### config.mk
export PLATFORM = sky130hd
export DESIGN_NAME = scl_timing_top
export DESIGN_NICKNAME = d
export VERILOG_FILES = /design/src/rtl/scl_timing_pkg.sv /design/src/rtl/scl_gen.sv /design/src/rtl/scl_timing_top.sv
export SDC_FILE = /design/constraint.sdc
export NUM_CORES = 1
export LEC_CHECK = 0
export BUFFER_PORTS_ARGS = -buffer_cell sky130_fd_sc_hd__buf_2
export CORE_MARGIN = 1
export CORE_UTILIZATION = 30
export CTS_CLUSTER_DIAMETER = 40
export CTS_CLUSTER_SIZE = 8
export DETAILED_ROUTE_END_ITERATION = 10
export GPL_TIMING_DRIVEN = 0
export SLEW_MARGIN = 20
export SYNTH_ARGS = -nofsm -noshare
export SYNTH_HDL_FRONTEND = slang
export SYNTH_SLANG_ARGS = --single-unit
export TNS_END_PERCENT = 50
### constraint.sdc
create_clock -name SYS_CLK_IN -period 4.39 [get_ports SYS_CLK_IN]
set_input_delay 0.6585 -clock SYS_CLK_IN [delete_from_list [all_inputs] [get_ports SYS_CLK_IN]]
set_output_delay 0.6585 -clock SYS_CLK_IN [all_outputs]
set_load 0.005 [all_outputs]
### src/rtl/scl_timing_pkg.sv
// Package of constants and the carrier type for the SCL timing and frame monitor block.
package scl_timing_pkg;
   // ****************************************************************
   // Register map
   // ****************************************************************
   localparam logic [7:0] OFS_CLOCK_CONFIG = 8'h1c;
   localparam logic [7:0] OFS_RISE_TIME = 8'h20;
   localparam logic [7:0] OFS_FRAME_MON = 8'h80;
   localparam logic [7:0] OFS_PLUS_SPEED = 8'h90;
   localparam logic [31:0] RST_CLOCK_CONFIG = 32'h0000_0000;
   localparam logic [5:0] RST_RISE_TIME = 6'h02;
   // ****************************************************************
   // Field positions
   // ****************************************************************
   localparam int POS_FAST = 15;
   localparam int POS_DUTY = 14;
   localparam int POS_RFR = 15;
   localparam int POS_RFF = 14;
   localparam int POS_TFR = 13;
   localparam int POS_TFF = 12;
   localparam int POS_RXL = 9;
   localparam int POS_TXL = 8;
   localparam int POS_IE_LO = 4;
   localparam int POS_TOEN = 1;
   localparam int POS_MONEN = 0;
   // ****************************************************************
   // Timing
   // ****************************************************************
   localparam logic [4:0] DUTY0_HIGH_MULT = 5'h01;
   localparam logic [4:0] DUTY0_LOW_MULT = 5'h02;
   localparam logic [4:0] DUTY1_HIGH_MULT = 5'h09;
   localparam logic [4:0] DUTY1_LOW_MULT = 5'h10;
   localparam int FRAME_TIMEOUT_US = 200;
   localparam int SYS_CLK_MHZ = 40;
   localparam int FRAME_TIMEOUT_CYCLES = FRAME_TIMEOUT_US * SYS_CLK_MHZ;
   localparam int TMO_W = 14;

   typedef struct packed {
      logic fast;
      logic duty;
      logic [11:0] count;
   } scl_cfg_s;
endpackage

### src/rtl/scl_gen.sv
// SCL period generator producing the master clock level from the programmed count.
`timescale 1ns/1ps
module scl_gen
   import scl_timing_pkg::*;
(
   input wire logic clk_in,
   input wire logic rst_in,
   input wire logic run_in,
   input wire scl_timing_pkg::scl_cfg_s cfg_in,
   output logic scl_out
);
   logic [15:0] cnt_ff, nxt_cnt;
   logic scl_ff, nxt_scl;
   logic [15:0] high_len, low_len;

   always_comb begin
      if (!cfg_in.fast) begin
         high_len = {4'h0, cfg_in.count};
         low_len = {4'h0, cfg_in.count};
      end else if (!cfg_in.duty) begin
         high_len = 16'(cfg_in.count * DUTY0_HIGH_MULT);
         low_len = 16'(cfg_in.count * DUTY0_LOW_MULT);
      end else begin
         high_len = 16'(cfg_in.count * DUTY1_HIGH_MULT);
         low_len = 16'(cfg_in.count * DUTY1_LOW_MULT);
      end
      nxt_cnt = cnt_ff;
      nxt_scl = scl_ff;
      if (!run_in || cfg_in.count == 12'h000) begin
         nxt_cnt = 16'h0000;
         nxt_scl = 1'b1;
      end else if (cnt_ff + 16'h0001 >= (scl_ff ? high_len : low_len)) begin
         nxt_cnt = 16'h0000;
         nxt_scl = ~scl_ff;
      end else begin
         nxt_cnt = cnt_ff + 16'h0001;
      end
   end

   always_ff @(posedge clk_in) begin
      if (rst_in) begin
         cnt_ff <= 16'h0000;
         scl_ff <= 1'b1;
      end else begin
         cnt_ff <= nxt_cnt;
         scl_ff <= nxt_scl;
      end
   end

   assign scl_out = scl_ff;
endmodule

### src/rtl/scl_timing_top.sv
// Top of the SCL timing configuration and frame monitor block.
`timescale 1ns/1ps
module scl_timing_top
   import scl_timing_pkg::*;
(
   input wire logic SYS_CLK_IN,
   input wire logic RST_IN,
   input wire logic [7:0] ADDR_IN,
   input wire logic [31:0] WDATA_IN,
   input wire logic [3:0] BE_IN,
   input wire logic WR_IN,
   input wire logic RD_IN,
   input wire logic MASTER_RUN_IN,
   input wire logic RX_FRAME_IN,
   input wire logic TX_FRAME_IN,
   input wire logic FRAME_CLK_IN,
   output logic [31:0] RDATA_OUT,
   output logic SCL_OUT,
   output logic [5:0] MAX_RISE_OUT,
   output logic PLUS_SPEED_OUT,
   output logic FRAME_TIMEOUT_OUT,
   output logic IRQ_OUT
);
   // ****************************************************************
   // Registers
   // ****************************************************************
   scl_cfg_s cfg_ff, nxt_cfg;
   logic [5:0] rise_ff, nxt_rise;
   logic plus_ff, nxt_plus;
   logic [3:0] flag_ff, nxt_flag;
   logic [3:0] ie_ff, nxt_ie;
   logic toen_ff, nxt_toen;
   logic monen_ff, nxt_monen;
   logic [31:0] rdata_ff, nxt_rdata;
   logic irq_ff, nxt_irq;
   logic [2:0] rx_sync_ff, tx_sync_ff, fc_sync_ff;
   logic [TMO_W-1:0] tmo_ff, nxt_tmo;
   logic tmo_out_ff, nxt_tmo_out;
   logic [3:0] ev;
   logic lo_en, hi_en;
   logic scl_w;

   // A write lands whole when either low byte lane is enabled; upper-lane enables alone are ignored.
   assign lo_en = WR_IN && (BE_IN[1:0] != 2'b00);
   assign hi_en = WR_IN && (BE_IN[3:2] != 2'b00);

   // Pins cross into the bus clock through two flops; the third flop only feeds edge detection.
   always_ff @(posedge SYS_CLK_IN) begin
      if (RST_IN) begin
         rx_sync_ff <= 3'h0;
         tx_sync_ff <= 3'h0;
         fc_sync_ff <= 3'h0;
      end else begin
         rx_sync_ff <= {rx_sync_ff[1:0], RX_FRAME_IN};
         tx_sync_ff <= {tx_sync_ff[1:0], TX_FRAME_IN};
         fc_sync_ff <= {fc_sync_ff[1:0], FRAME_CLK_IN};
      end
   end

   assign ev = {rx_sync_ff[1] & ~rx_sync_ff[2], ~rx_sync_ff[1] & rx_sync_ff[2],
                tx_sync_ff[1] & ~tx_sync_ff[2], ~tx_sync_ff[1] & tx_sync_ff[2]};

   // ****************************************************************
   // Next state
   // ****************************************************************
   always_comb begin
      nxt_cfg = cfg_ff;
      nxt_rise = rise_ff;
      nxt_plus = plus_ff;
      nxt_ie = ie_ff;
      nxt_toen = toen_ff;
      nxt_monen = monen_ff;
      nxt_flag = flag_ff;
      nxt_rdata = 32'h0000_0000;
      if (lo_en) begin
         case (ADDR_IN)
            OFS_CLOCK_CONFIG: begin
               nxt_cfg = {WDATA_IN[POS_FAST], WDATA_IN[POS_DUTY], WDATA_IN[11:0]};
            end
            OFS_RISE_TIME: begin
               nxt_rise = WDATA_IN[5:0];
            end
            OFS_FRAME_MON: begin
               nxt_ie = WDATA_IN[POS_IE_LO+3:POS_IE_LO];
               nxt_toen = WDATA_IN[POS_TOEN];
               nxt_monen = WDATA_IN[POS_MONEN];
               nxt_flag = flag_ff & WDATA_IN[POS_RFR:POS_TFF];
            end
            OFS_PLUS_SPEED: begin
               nxt_plus = WDATA_IN[0];
            end
            default: begin
            end
         endcase
      end
      // Set wins over a clear in the same cycle.
      if (monen_ff) begin
         nxt_flag = nxt_flag | ev;
      end
      if (RD_IN) begin
         case (ADDR_IN)
            OFS_CLOCK_CONFIG: nxt_rdata = {16'h0000, cfg_ff.fast, cfg_ff.duty, 2'b00,
                                           cfg_ff.count};
            OFS_RISE_TIME: nxt_rdata = {26'h000_0000, rise_ff};
            OFS_FRAME_MON: nxt_rdata = {16'h0000, flag_ff, 2'b00, rx_sync_ff[1],
                                        tx_sync_ff[1], ie_ff, 2'b00, toen_ff,
                                        monen_ff};
            OFS_PLUS_SPEED: nxt_rdata = {31'h0000_0000, plus_ff};
            default: nxt_rdata = 32'h0000_0000;
         endcase
      end
      nxt_irq = |(nxt_flag & nxt_ie);
   end

   // Timeout: the frame clock must show an edge within the limit while a frame is active.
   always_comb begin
      nxt_tmo = tmo_ff;
      nxt_tmo_out = tmo_out_ff;
      if (!monen_ff || !toen_ff) begin
         nxt_tmo = '0;
         nxt_tmo_out = 1'b0;
      end else if (fc_sync_ff[1] != fc_sync_ff[2] || !(rx_sync_ff[1] | tx_sync_ff[1])) begin
         nxt_tmo = '0;
      end else if (tmo_ff == TMO_W'(FRAME_TIMEOUT_CYCLES - 1)) begin
         nxt_tmo_out = 1'b1;
      end else begin
         nxt_tmo = tmo_ff + TMO_W'(1);
      end
   end

   always_ff @(posedge SYS_CLK_IN) begin
      if (RST_IN) begin
         cfg_ff <= '0;
         rise_ff <= RST_RISE_TIME;
         plus_ff <= 1'b0;
         flag_ff <= 4'h0;
         ie_ff <= 4'h0;
         toen_ff <= 1'b0;
         monen_ff <= 1'b0;
         rdata_ff <= 32'h0000_0000;
         irq_ff <= 1'b0;
         tmo_ff <= '0;
         tmo_out_ff <= 1'b0;
      end else begin
         cfg_ff <= nxt_cfg;
         rise_ff <= nxt_rise;
         plus_ff <= nxt_plus;
         flag_ff <= nxt_flag;
         ie_ff <= nxt_ie;
         toen_ff <= nxt_toen;
         monen_ff <= nxt_monen;
         rdata_ff <= nxt_rdata;
         irq_ff <= nxt_irq;
         tmo_ff <= nxt_tmo;
         tmo_out_ff <= nxt_tmo_out;
      end
   end

   scl_gen u_scl_gen (
      .clk_in(SYS_CLK_IN),
      .rst_in(RST_IN),
      .run_in(MASTER_RUN_IN),
      .cfg_in(cfg_ff),
      .scl_out(scl_w)
   );

   logic unused_hi;
   assign unused_hi = hi_en;
   assign RDATA_OUT = rdata_ff;
   assign SCL_OUT = scl_w;
   assign MAX_RISE_OUT = rise_ff;
   assign PLUS_SPEED_OUT = plus_ff;
   assign FRAME_TIMEOUT_OUT = tmo_out_ff;
   assign IRQ_OUT = irq_ff;
endmodule
# ---- After elaboration in Yosys (flattened, before gate mapping)
# Index checks and enable logic that the tools add are counted.
dict set report word_totals {
  ff_bits 105
  out_inout_bits 42
  elab_cells 75
}
dict set report classes {
  add_sub_neg 2
  multipliers 1
  order_cmp 1
  n_eq_ne 6
  muxes 11
  n_bitwise 15
  n_reduce_logical 21
}
# cell count
set op_table {}
lappend op_table {{2-to-1 mux 16 bit} 5}
lappend op_table {{one-hot mux 16 bit (4 select lines)} 1}
lappend op_table {{2-to-1 mux 4 bit} 5}
lappend op_table {{adder 16 x 1 -> 16 bit (second input constant)} 1}
lappend op_table {{equality test 8 bit (second input constant)} 2}
lappend op_table {{greater-or-equal comparator 16 bit} 1}
lappend op_table {{multiplier 12 x 4 -> 16 bit (second input constant)} 1}
lappend op_table {{adder 14 x 1 -> 14 bit (second input constant)} 1}
lappend op_table {{equality test 14 x 13 -> 1 bit (second input constant)} 1}
lappend op_table {{zero test 12 bit} 1}
lappend op_table {{AND reduction 2 bit} 5}
lappend op_table {{bitwise AND 4 bit} 2}
lappend op_table {{equality test 8 x 5 -> 1 bit (second input constant)} 1}
lappend op_table {{equality test 8 x 6 -> 1 bit (second input constant)} 1}
lappend op_table {{inverter 1 bit} 7}
lappend op_table {{OR reduction 2 bit} 3}
lappend op_table {{OR reduction 3 bit} 2}
lappend op_table {{bitwise AND 1 bit} 4}
lappend op_table {{zero test 1 bit} 4}
lappend op_table {{bitwise OR 4 bit} 1}
lappend op_table {{OR reduction 4 bit} 1}
lappend op_table {{logical OR 1 bit} 3}
lappend op_table {{nonzero test 2 bit} 1}
lappend op_table {{logical AND 1 bit} 1}
lappend op_table {{2 further kinds} 2}

# ---- Longest topological paths before layout
# Gate-level depths: netlist of run 1.
dict set report depth {
  depth_word 7
  mapped_depth 16
  depth_no_buf 16
}

# ---- By module
# From an unflattened synthesis of run 1, not the netlist that was laid out.
dict set report unflattened {
  hier_cells 568
  area_unflattened_um2 4998.5
}
# module instances cells_per_inst area_per_inst_um2 seq_area_each_um2
set modules_own_cells {}
lappend modules_own_cells {scl_timing_top 1 327 2941.6 1441.4}
lappend modules_own_cells {scl_gen 1 241 2057.0 340.3}

# ---- Worst setup path after synthesis of run 1
# No wires, ideal clock.
dict set report synth_path {
  path_type {register -> register}
  start {reg cfg_ff[4] (netlist bit)}
  end {reg u_scl_gen.cnt_ff[10]}
  setup_ns 0.128
  arrival_ns 3.859
  required_ns 4.262
  slack_ns 0.403
  path_stages_with_launch 16
  n_path_buf 1
  path_cell_list {dfxtp_1 -> ha_1 -> ha_1 -> fa_1 -> a211oi_1 -> o21ai_0 -> a2111oi_0 -> nor3_1 -> a2bb2oi_1 -> nand2b_1 -> ha_1 -> and3_1 -> nand4_1 -> o211ai_1 -> clkbuf_1 -> nor2b_1}
}
dict set report synth_via {
  elab_chain_cells 6
}
# element line_no
set synth_rtl {}
lappend synth_rtl {{start: declaration} scl_timing_top.sv:27} ;# scl_cfg_s cfg_ff, nxt_cfg;
lappend synth_rtl {{start signal: assignment} scl_timing_top.sv:145} ;# cfg_ff <= nxt_cfg;
lappend synth_rtl {{multiplier 12 x 4 -> 16 bit} scl_gen.sv:24} ;# high_len = 16'(cfg_in.count * DUTY1_HIGH_MULT);
lappend synth_rtl {{2-to-1 mux 16 bit} scl_gen.sv:20} ;# end else if (!cfg_in.duty) begin
lappend synth_rtl {{2-to-1 mux 16 bit} scl_gen.sv:17} ;# if (!cfg_in.fast) begin
lappend synth_rtl {{2-to-1 mux 16 bit} scl_gen.sv:32} ;# end else if (cnt_ff + 16'h0001 >= (scl_ff ? high_len : low_len)) begin
lappend synth_rtl {{greater-or-equal comparator 16 bit} scl_gen.sv:32}
lappend synth_rtl {{OR reduction 3 bit (no line) *} n/a}
lappend synth_rtl {{end signal: assignment} scl_gen.sv:45} ;# cnt_ff <= nxt_cnt;
lappend synth_rtl {{end: declaration} scl_gen.sv:12} ;# logic [15:0] cnt_ff, nxt_cnt;
# Every way passes the cells marked *; elsewhere a longest branch is shown, timed or not.
# A chain may end at the register's enable or synchronous reset.

# ---- Worst setup path in the final report of run 1
dict set report layout_path {
  start {reg cfg_ff[4] (netlist bit)}
  end {reg u_scl_gen.cnt_ff[7]}
}
# Same word-level chain as after synthesis.

==> results.cfg, run 1 <==
[power]
intPower_mw = 1.28
power.switching_mw = 0.368
p_total_mw = 1.65
p_leak_nw = 2.37
pwr-share-seq_pct = 49.3
p_per_area_nw_per_um2 = 283
p_comb_share_pct = 3.7
worst_ir_drop_vdd_mv = 0.175
switching_share_pct = 22.3
clock_power_share_pct = 47.0

[worst_setup_path]
crit_top_cell = ha_1
start_kind = register
critPathArrivalTime_ns = 4.33
critPathTopFamily = compound AO/OA/AOI/OAI gates
path_class = reg -> reg
r2r_end = u_scl_gen.cnt_ff[7]
max_stage_delay_ns = 0.45
rr_startpoint = cfg_ff[4]
reg2reg_slack_ns = 0.34
cp-end-kind = register
worstSetupStartpoint = cfg_ff[4]
cp_slowest_cell = fa_1
cp_max_fo = 10
cp.required_ns = 4.67
path_depth = 16
rr_worst_depth = 16
crit_chain = ha_1 > ha_1 > fa_1 > a211oi_2 > o21ai_1 > a2111oi_2 > nor3_1 > a2bb2oi_1 > nand2b_1 > ha_1 > a21oi_1 > nor2b_1 > a311oi_1 > o211ai_1 > clkbuf_2 > nor2b_1
path_buf_inv = 1
crit_path_end = u_scl_gen.cnt_ff[7]

[logic_synthesis]
yosysUniqueCellTypes = 61
synthFlopType = dfxtp_1
ys_seq_area_share_pct = 36.4
synth-edff-count = 0
ys_top_cells_by_area = dfxtp_1 36%, ha_1 9.2%, nor2_1 5.3%
synth_warnings = 0
netlist_area_um2 = 4900
avgSynthCellArea_um2 = 8.84
synth.top_cell.area_share_pct = 36.4
syn_inst = 554
synth_top_area_cell = dfxtp_1
ys_ff_latch = 89
async_flop_share_pct = 0

[floorplanning]
fp.coreArea_um2 = 15900
dieArea_um2 = 16800
die_w_um = 130
num_rows = 46
start_util_pct = 30.8
die_h_um = 130
io_pins = 94

[cells_and_area]
nets = 729
drive_gt1_share_pct = 17.5
diodes = 0
final_common_cell = dfxtp_1
synthToLayoutAreaGrowth_pct = 19.2
final_cell_mix = 86 x dfxtp_1, 69 x nor2_1, 61 x buf_2, 45 x nand2_1, 36 x ha_1

[clocking]
cts_tree = built
htreeDepth = 3
clock_tree.buffer_depth = 2
clk_pin_slew_ns = 0.06
cts.sinks = 89
cts_root_buf = clkbuf_16
numCtsBuffers = 9
clk_latency_ns = 0.36

[global_route]
grt_pass1_wl_um = 18900
first_global_vias = 3737
grt_start_max_net_pins = 16
grtUsageTotal_pct = 14.5
grt-ovfl-total = 0
antenna_found_initial = 0

[run]
maxCapViolCount = 0

[detailed_routing]
wirelength_um = 11600
drt_drc_violations_left = 0
drtAntennaViolNets = 0
dr.pass1.iters = 4
wl_per_cell_um = 13.5
drt_iter0_markers = 261
vias_per_cell = 4.76
vias = 4102

[timing]
drv_slew = 0
max_freq_mhz = 247
hold_viol = 0
skew_ns = 0.0118
min_period_ns = 4.05
worst_pin_slew_ns = 0.614
timing.final.ws_setup_ns = 0.340
grt_setup_unrepaired = false
timing.final.crit_share_pct = 92.3
setup_viol = 0
slew_headroom_pct = 59.0

[run_status]
status = finished clean

[placement]
routabilityCongestion = 0.810
hpwl_um = 8880
place_ws_ns = -0.420
portBuffers = 59

[worst_hold_path]
hold_class = reg -> reg
-- cells by family after synthesis --
kind of cell	after synthesis	synth area share, %
adder cells (fa/ha/maj)	37	9.61
buffers and inverters	46	5.52
other	1	0.0766
flip-flops	89	36.4
AO/OA/AOI/OAI	107	14.4
XOR/XNOR	32	5.72
AND/OR/NAND/NOR	215	22.7
multiplexers	27	5.57
-- worst min-delay path by stage --
stage | end | cells after the start | slack, ns | from
after floorplan | fc_sync_ff[1] | 1 | 0.41 | fc_sync_ff[0]
after global placement | fc_sync_ff[1] | 1 | 0.42 | fc_sync_ff[0]
after detailed placement | tx_sync_ff[1] | 1 | 0.42 | tx_sync_ff[0]
after CTS | tx_sync_ff[1] | 1 | 0.44 | tx_sync_ff[0]
after global routing | tx_sync_ff[1] | 1 | 0.45 | tx_sync_ff[0]
final | tx_sync_ff[1] | 1 | 0.44 | tx_sync_ff[0]
-- through the flow --
stage | instance area, µm² | instances | setup TNS, ns | hold WS, ns | util (%)
after detailed placement | 5520 | 844 | -4.23 | 0.424 | 34.7
after CTS | 5830 | 861 | 0 | 0.440 | 36.7
after floorplan | 4950 | 569 | 0 | 0.414 | -
after global placement | 5520 | 844 | -4.95 | 0.421 | 34.7
final | 5840 | 861 | 0 | 0.437 | 36.7
after global routing | 5840 | 861 | 0 | 0.448 | 36.7
-- layer usage --
| layer | global-route usage, % | share of wire [%] | vias up |
|---|---|---|---|
| li1 | - | - | 2128 |
| met1 | 20.1 | 50 | 1860 |
| met2 | 21.6 | 44 | 102 |
| met3 | 3.28 | 5.1 | 12 |
| met4 | 6.16 | 1.5 | 0 |
| met5 | 0 | 0 | - |
-- synthesized netlist by cell type, types with 3 or more instances --
master    number
a211oi_1      10
a21o_1         4
a21oi_1       25
a222oi_1       3
a22oi_1        9
and2_1         4
and3_1        12
buf_4         17
clkbuf_1      15
dfxtp_1       89
ha_1          36
inv_1          9
mux2i_1       25
nand2_1       45
nand2b_1       5
nand3_1       11
nand4_1       11
nor2_1        69
nor2b_1       28
nor3_1         6
nor3b_1        3
nor4_1         3
o21ai_0       21
o221ai_1       7
o22ai_1        6
or3_1          3
xnor2_1       15
xor2_1        17
-- power by group through the flow --
stage	Sequential, mW	Clock [mW]	Combinational [mW]
finish	0.813	0.775	0.0614
global route	0.813	0.829	0.0678
CTS	0.813	0.795	0.0612
detailed placement	0.831	0	0.0610
global placement	0.831	0	0.0612
floorplan	0.830	0	0.0336
-- repair_timing --
item / CTS / global route
hold buffers: 0 / 0
setup buffers: 1 / 0
gates resized for setup: 3 / 6
setup endpoints to repair: 17 / 17
pin swaps: 1 / 0
-- sequential cells by signal (all words and copies together) (netlist names), 3 cells and up --
name and cells:
u_scl_gen.cnt_ff 16, MAX_RISE_OUT 6, ie_ff 4, tmo_ff 14
RDATA_OUT 16, fc_sync_ff 3, cfg_ff 14, tx_sync_ff 3
flag_ff 4, rx_sync_ff 3
-- cell type report --
cell class,instances,area [µm²]
Buffer,37,238
Clock buffer,10,229
Clock inverter,6,66.3
Fill cell,1721,10000
Inverter,9,33.8
Multi-Input combinational cell,434,2910
Sequential cell,89,1790
Tap cell,216,270
Timing Repair Buffer,60,303
(Power assumes the default switching activity.)
==> run 2, diff against run 1 <==
Clock period 4.39 ns to 3.39 ns, I/O delays scaled along.
==> results.cfg, run 2 (synthesis gave the netlist of run 1 again) <==
[run_status]
status = finished, violations left
violations = setup timing

[clocking]
cts_tree = built
clk_pin_slew_ns = 0.07
clock_tree.buffer_depth = 2
cts.sinks = 89
numCtsBuffers = 9
cts_root_buf = clkbuf_16
htreeDepth = 3
clk_latency_ns = 0.36

[timing]
max_freq_mhz = 273
timing.final.crit_share_pct = 108
grt_setup_unrepaired = true
setup_viol = 17
timing.final.ws_setup_ns = -0.276
whs_ns = 0.362
hold_viol = 0
drv_slew = 0
worst_pin_slew_ns = 0.670
skew_ns = 0.00968
min_period_ns = 3.67
slew_headroom_pct = 55.2

[detailed_routing]
drtAntennaViolNets = 0
drt_drc_violations_left = 0
vias = 4156
dr.pass1.iters = 4
wirelength_um = 12000
wl_per_cell_um = 13.9
vias_per_cell = 4.79
drt_iter0_markers = 267

[placement]
place_area_um2 = 5580
place_ws_ns = -0.785
portBuffers = 59
routabilityCongestion = 0.803
placed_cells = 844
hpwl_um = 8920

[global_route]
first_global_vias = 3815
grt-ovfl-total = 0
grt_start_max_net_pins = 17
antenna_found_initial = 0
grtUsageTotal_pct = 14.7
grt_pass1_wl_um = 19100

[worst_setup_path]
cp_slowest_cell = a2111oi_4
critPathTopFamily = compound AO/OA/AOI/OAI gates
cp_max_fo = 6
crit_top_cell = ha_4
start_kind = register
cp.required_ns = 3.68
path_class = reg -> reg
path_buf_inv = 1
crit_chain = ha_4 > ha_4 > fa_2 > a211oi_4 > o21ai_4 > a2111oi_4 > nor3_2 > a2bb2oi_2 > nand2b_4 > ha_4 > a21oi_1 > nor2b_1 > a311oi_2 > o211ai_1 > buf_4 > nor2b_1
critPathArrivalTime_ns = 3.96
max_stage_delay_ns = 0.43
cp-end-kind = register

[cells_and_area]
final_cells = 868
synthToLayoutAreaGrowth_pct = 24.3
nets = 736
stdcell_area_um2 = 6090
regArea_um2 = 1810
fill_cells = 1647
drive_gt1_share_pct = 22.2
diodes = 0
multi_input_comb_area_um2 = 3050
final_cell_mix = 79 x dfxtp_1, 69 x nor2_1, 61 x buf_2, 45 x nand2_1, 31 x ha_1
finish.utilization_pct = 38.3
final_common_cell = dfxtp_1

[floorplanning]
die_w_um = 130
dieArea_um2 = 16800
num_rows = 46
io_pins = 94
die_h_um = 130
fp.coreArea_um2 = 15900
start_util_pct = 30.8

[worst_hold_path]
hold_class = in -> reg

[run]
maxCapViolCount = 0

[power]
p_per_area_nw_per_um2 = 366
p_leak_nw = 2.46
worst_ir_drop_vdd_mv = 0.225
-- run 2: changes by cell type in the layout (fill, tap and decap cells not counted), moves of 2 or more --
cell | previous run | this run
nor2b_2 | 0 | 2
nor2b_1 | 28 | 26
o21ai_1 | 3 | 6
dfxtp_4 | 0 | 5
dfxtp_1 | 86 | 79
buf_4 | 18 | 25
ha_1 | 36 | 31
ha_4 | 0 | 4
dfxtp_2 | 3 | 5
clkinvlp_4 | 3 | 0
o21ai_0 | 20 | 16
-- run 2: area by class of cell --
| class | count | share of cell area, % |
|---|---|---|
| buffer | 37 | 4.05 |
| inverter | 9 | 0.555 |
| tap | 216 | 4.44 |
| multi-input combinational | 434 | 50.1 |
| clock inverter | 7 | 1.64 |
| clock buffer | 9 | 3.70 |
| timing repair buffer | 67 | 5.84 |
| sequential | 89 | 29.7 |
-- run 2: layer usage --
layer | global-route usage, % | share of wire [%]
met1 | 20.2 | 49
met5 | 0 | 0
met2 | 22.4 | 44
met3 | 3.16 | 4.9
met4 | 5.88 | 1.8
-- run 2: worst register-to-register path, cell delays in order (launching register included) --
cell and delay, ns:
dfxtp_4 0.36, ha_4 0.24, ha_4 0.16, fa_2 0.40, a211oi_4 0.31, o21ai_4 0.10, a2111oi_4 0.43, nor3_2 0.10
a2bb2oi_2 0.14, nand2b_4 0.15, ha_4 0.23, a21oi_1 0.12, nor2b_1 0.07, a311oi_2 0.24, o211ai_1 0.20, buf_4 0.22
nor2b_1 0.11
-- run 2: worst paths after layout --
path | start | end | slack [ns] | cells past startpoint
min | FRAME_CLK_IN | fc_sync_ff[0] | 0.36 | 2
max reg2reg | cfg_ff[1] | u_scl_gen.cnt_ff[6] | -0.28 | 16
min reg2reg | fc_sync_ff[0] | fc_sync_ff[1] | 0.44 | 1
max | cfg_ff[1] | u_scl_gen.cnt_ff[6] | -0.28 | 16
-- run 2: timing repair --
action | CTS | global route
gates resized for setup | 13 | 18
setup endpoints to repair | 17 | 17
endpoints found under the hold margin | 0 | 0
pin swaps | 8 | 13
setup buffers | 4 | 4
gates cloned | 0 | 0
hold buffers | 0 | 0
-- run 2: metrics by stage --
step	TNS, ns	total power, mW
2_1_floorplan	-1.87	1.12
3_3_place_gp	-10.95	1.16
6_report	-4.33	2.23
4_1_cts	-3.57	2.26
3_5_place_dp	-11.08	1.15
5_1_grt	-7.30	2.30
-- run 2: where the power goes --
part	switching (mW)	internal (mW)	total, mW
Combinational	0.0430	0.0380	0.0810
Clock	0.443	0.655	1.10
Sequential	0.00296	1.05	1.05
Total	0.489	1.74	2.23
==> run 3, diff against run 2 <==
==> constraint.sdc (replaced) <==
create_clock -name SYS_CLK_IN -period 3.39 [get_ports SYS_CLK_IN]
set_input_delay 0 -clock SYS_CLK_IN [delete_from_list [all_inputs] [get_ports SYS_CLK_IN]]
set_output_delay 0 -clock SYS_CLK_IN [all_outputs]
set_load 0.005 [all_outputs]
==> results.cfg, run 3 (synthesis gave the netlist of run 1 again) <==
[timing]
slew_headroom_pct = 55.2
skew_ns = 0.0126
whs_ns = 0.0193
worst_pin_slew_ns = 0.670
timing.final.ws_setup_ns = -0.279
max_freq_mhz = 273
grt_setup_unrepaired = true
setup_viol = 17
min_period_ns = 3.67
drv_slew = 0
hold_viol = 0
timing.final.crit_share_pct = 108

[detailed_routing]
vias_per_cell = 4.82
drt_iter0_markers = 241
drt_drc_violations_left = 0
dr.pass1.iters = 5
wirelength_um = 12400
drtAntennaViolNets = 0
vias = 4278
wl_per_cell_um = 13.9

[worst_hold_path]
hold_class = in -> reg
min_delay_path_depth = 3

[cells_and_area]
drive_gt1_share_pct = 21.6
fill_cells = 1638
nets = 756
regArea_um2 = 1810
multi_input_comb_area_um2 = 3050
diodes = 0
stdcell_area_um2 = 6290
synthToLayoutAreaGrowth_pct = 28.4
final_cell_mix = 79 x dfxtp_1, 69 x nor2_1, 61 x buf_2, 45 x nand2_1, 31 x ha_1
final_common_cell = dfxtp_1

[global_route]
grtUsageTotal_pct = 15.0
grt_start_max_net_pins = 17
antenna_found_initial = 0
first_global_vias = 3919
grt_pass1_wl_um = 19500
grt-ovfl-total = 0

[worst_setup_path]
rr_worst_depth = 16
cp.required_ns = 3.67
path_class = reg -> reg
critPathArrivalTime_ns = 3.95
start_kind = register
cp-end-kind = register
cp_max_fo = 6

[placement]
place_ws_ns = -0.785
hpwl_um = 8920
portBuffers = 59
place_area_um2 = 5580
routabilityCongestion = 0.803

[run]
maxCapViolCount = 0

[floorplanning]
die_w_um = 130
start_util_pct = 30.8
num_rows = 46
fp.coreArea_um2 = 15900
die_h_um = 130
io_pins = 94
dieArea_um2 = 16800

[power]
p_total_mw = 2.25
worst_ir_drop_vdd_mv = 0.223
p_per_area_nw_per_um2 = 358
p_leak_nw = 2.54

[clocking]
clk_latency_ns = 0.36
cts.sinks = 89
clock_tree.buffer_depth = 2
numCtsBuffers = 9
clk_pin_slew_ns = 0.06
cts_tree = built
cts_root_buf = clkbuf_16
htreeDepth = 3

[run_status]
violations = setup timing
status = finished, violations left
## run 3: changes by cell type in the layout (fill, tap and decap cells not counted), sizes merged
cell | previous run | this run
dlygate4sd3 | 0 | 20
## run 3: area by class of cell
type / count / area share (%)
Multi-Input combinational cell: 434 / 48.5
Sequential cell: 89 / 28.7
Timing Repair Buffer: 87 / 8.84
Tap cell: 216 / 4.30
Buffer: 37 / 3.92
Clock buffer: 9 / 3.58
Clock inverter: 7 / 1.59
Inverter: 9 / 0.537
## run 3: final timing paths
kind / from / endpoint / slack, ns
worst max register to register: cfg_ff[1] / u_scl_gen.cnt_ff[6] / -0.28
worst min-delay path: ADDR_IN[7] / RDATA_OUT[0] / 0.02
worst max-delay path: cfg_ff[1] / u_scl_gen.cnt_ff[6] / -0.28
worst min register to register: fc_sync_ff[0] / fc_sync_ff[1] / 0.44
## run 3: routing by layer
layer  GRT usage [%]  wire length, µm  up-vias
met5               0                0        -
met4            5.88              211        0
met3            3.03              627       18
met2            23.4             5600      135
met1            20.3             5930     1939
li1                -                -     2186
## run 3: repair_timing
| action | in CTS | in global routing |
|---|---|---|
| endpoints found under the setup margin | 17 | 17 |
| gates cloned | 0 | 0 |
| pin swaps | 8 | 13 |
| hold buffers | 20 | 0 |
| gates resized for setup | 13 | 18 |
| endpoints found under the hold margin | 32 | 0 |
| setup buffers | 4 | 4 |
## run 3: power breakdown
part | total [mW] | switching (mW) | internal (mW) | leakage [nW]
Combinational | 0.0984 | 0.0462 | 0.0523 | 1.66
Sequential | 1.05 | 0.00295 | 1.05 | 0.725
Clock | 1.10 | 0.446 | 0.655 | 0.163
Total | 2.25 | 0.495 | 1.75 | 2.54
## run 3: stage by stage
| step | cells | util [%] | TNS [ns] |
|---|---|---|---|
| floorplan | 569 | - | -1.87 |
| global placement | 844 | 35.1 | -10.95 |
| detailed placement | 844 | 35.1 | -11.08 |
| CTS | 884 | 38.9 | -3.52 |
| global route | 888 | 39.6 | -7.27 |
| finish | 888 | 39.6 | -4.36 |
## run 3: worst max-delay path: stages (launching register included)
cell and delay [ns]:
dfxtp_4 0.36, ha_4 0.24, ha_4 0.16, fa_2 0.40
a211oi_4 0.31, o21ai_4 0.10, a2111oi_4 0.43, nor3_2 0.10
a2bb2oi_2 0.14, nand2b_4 0.15, ha_4 0.23, a21oi_1 0.12
nor2b_1 0.07, a311oi_2 0.24, o211ai_1 0.20, buf_4 0.22
nor2b_1 0.11
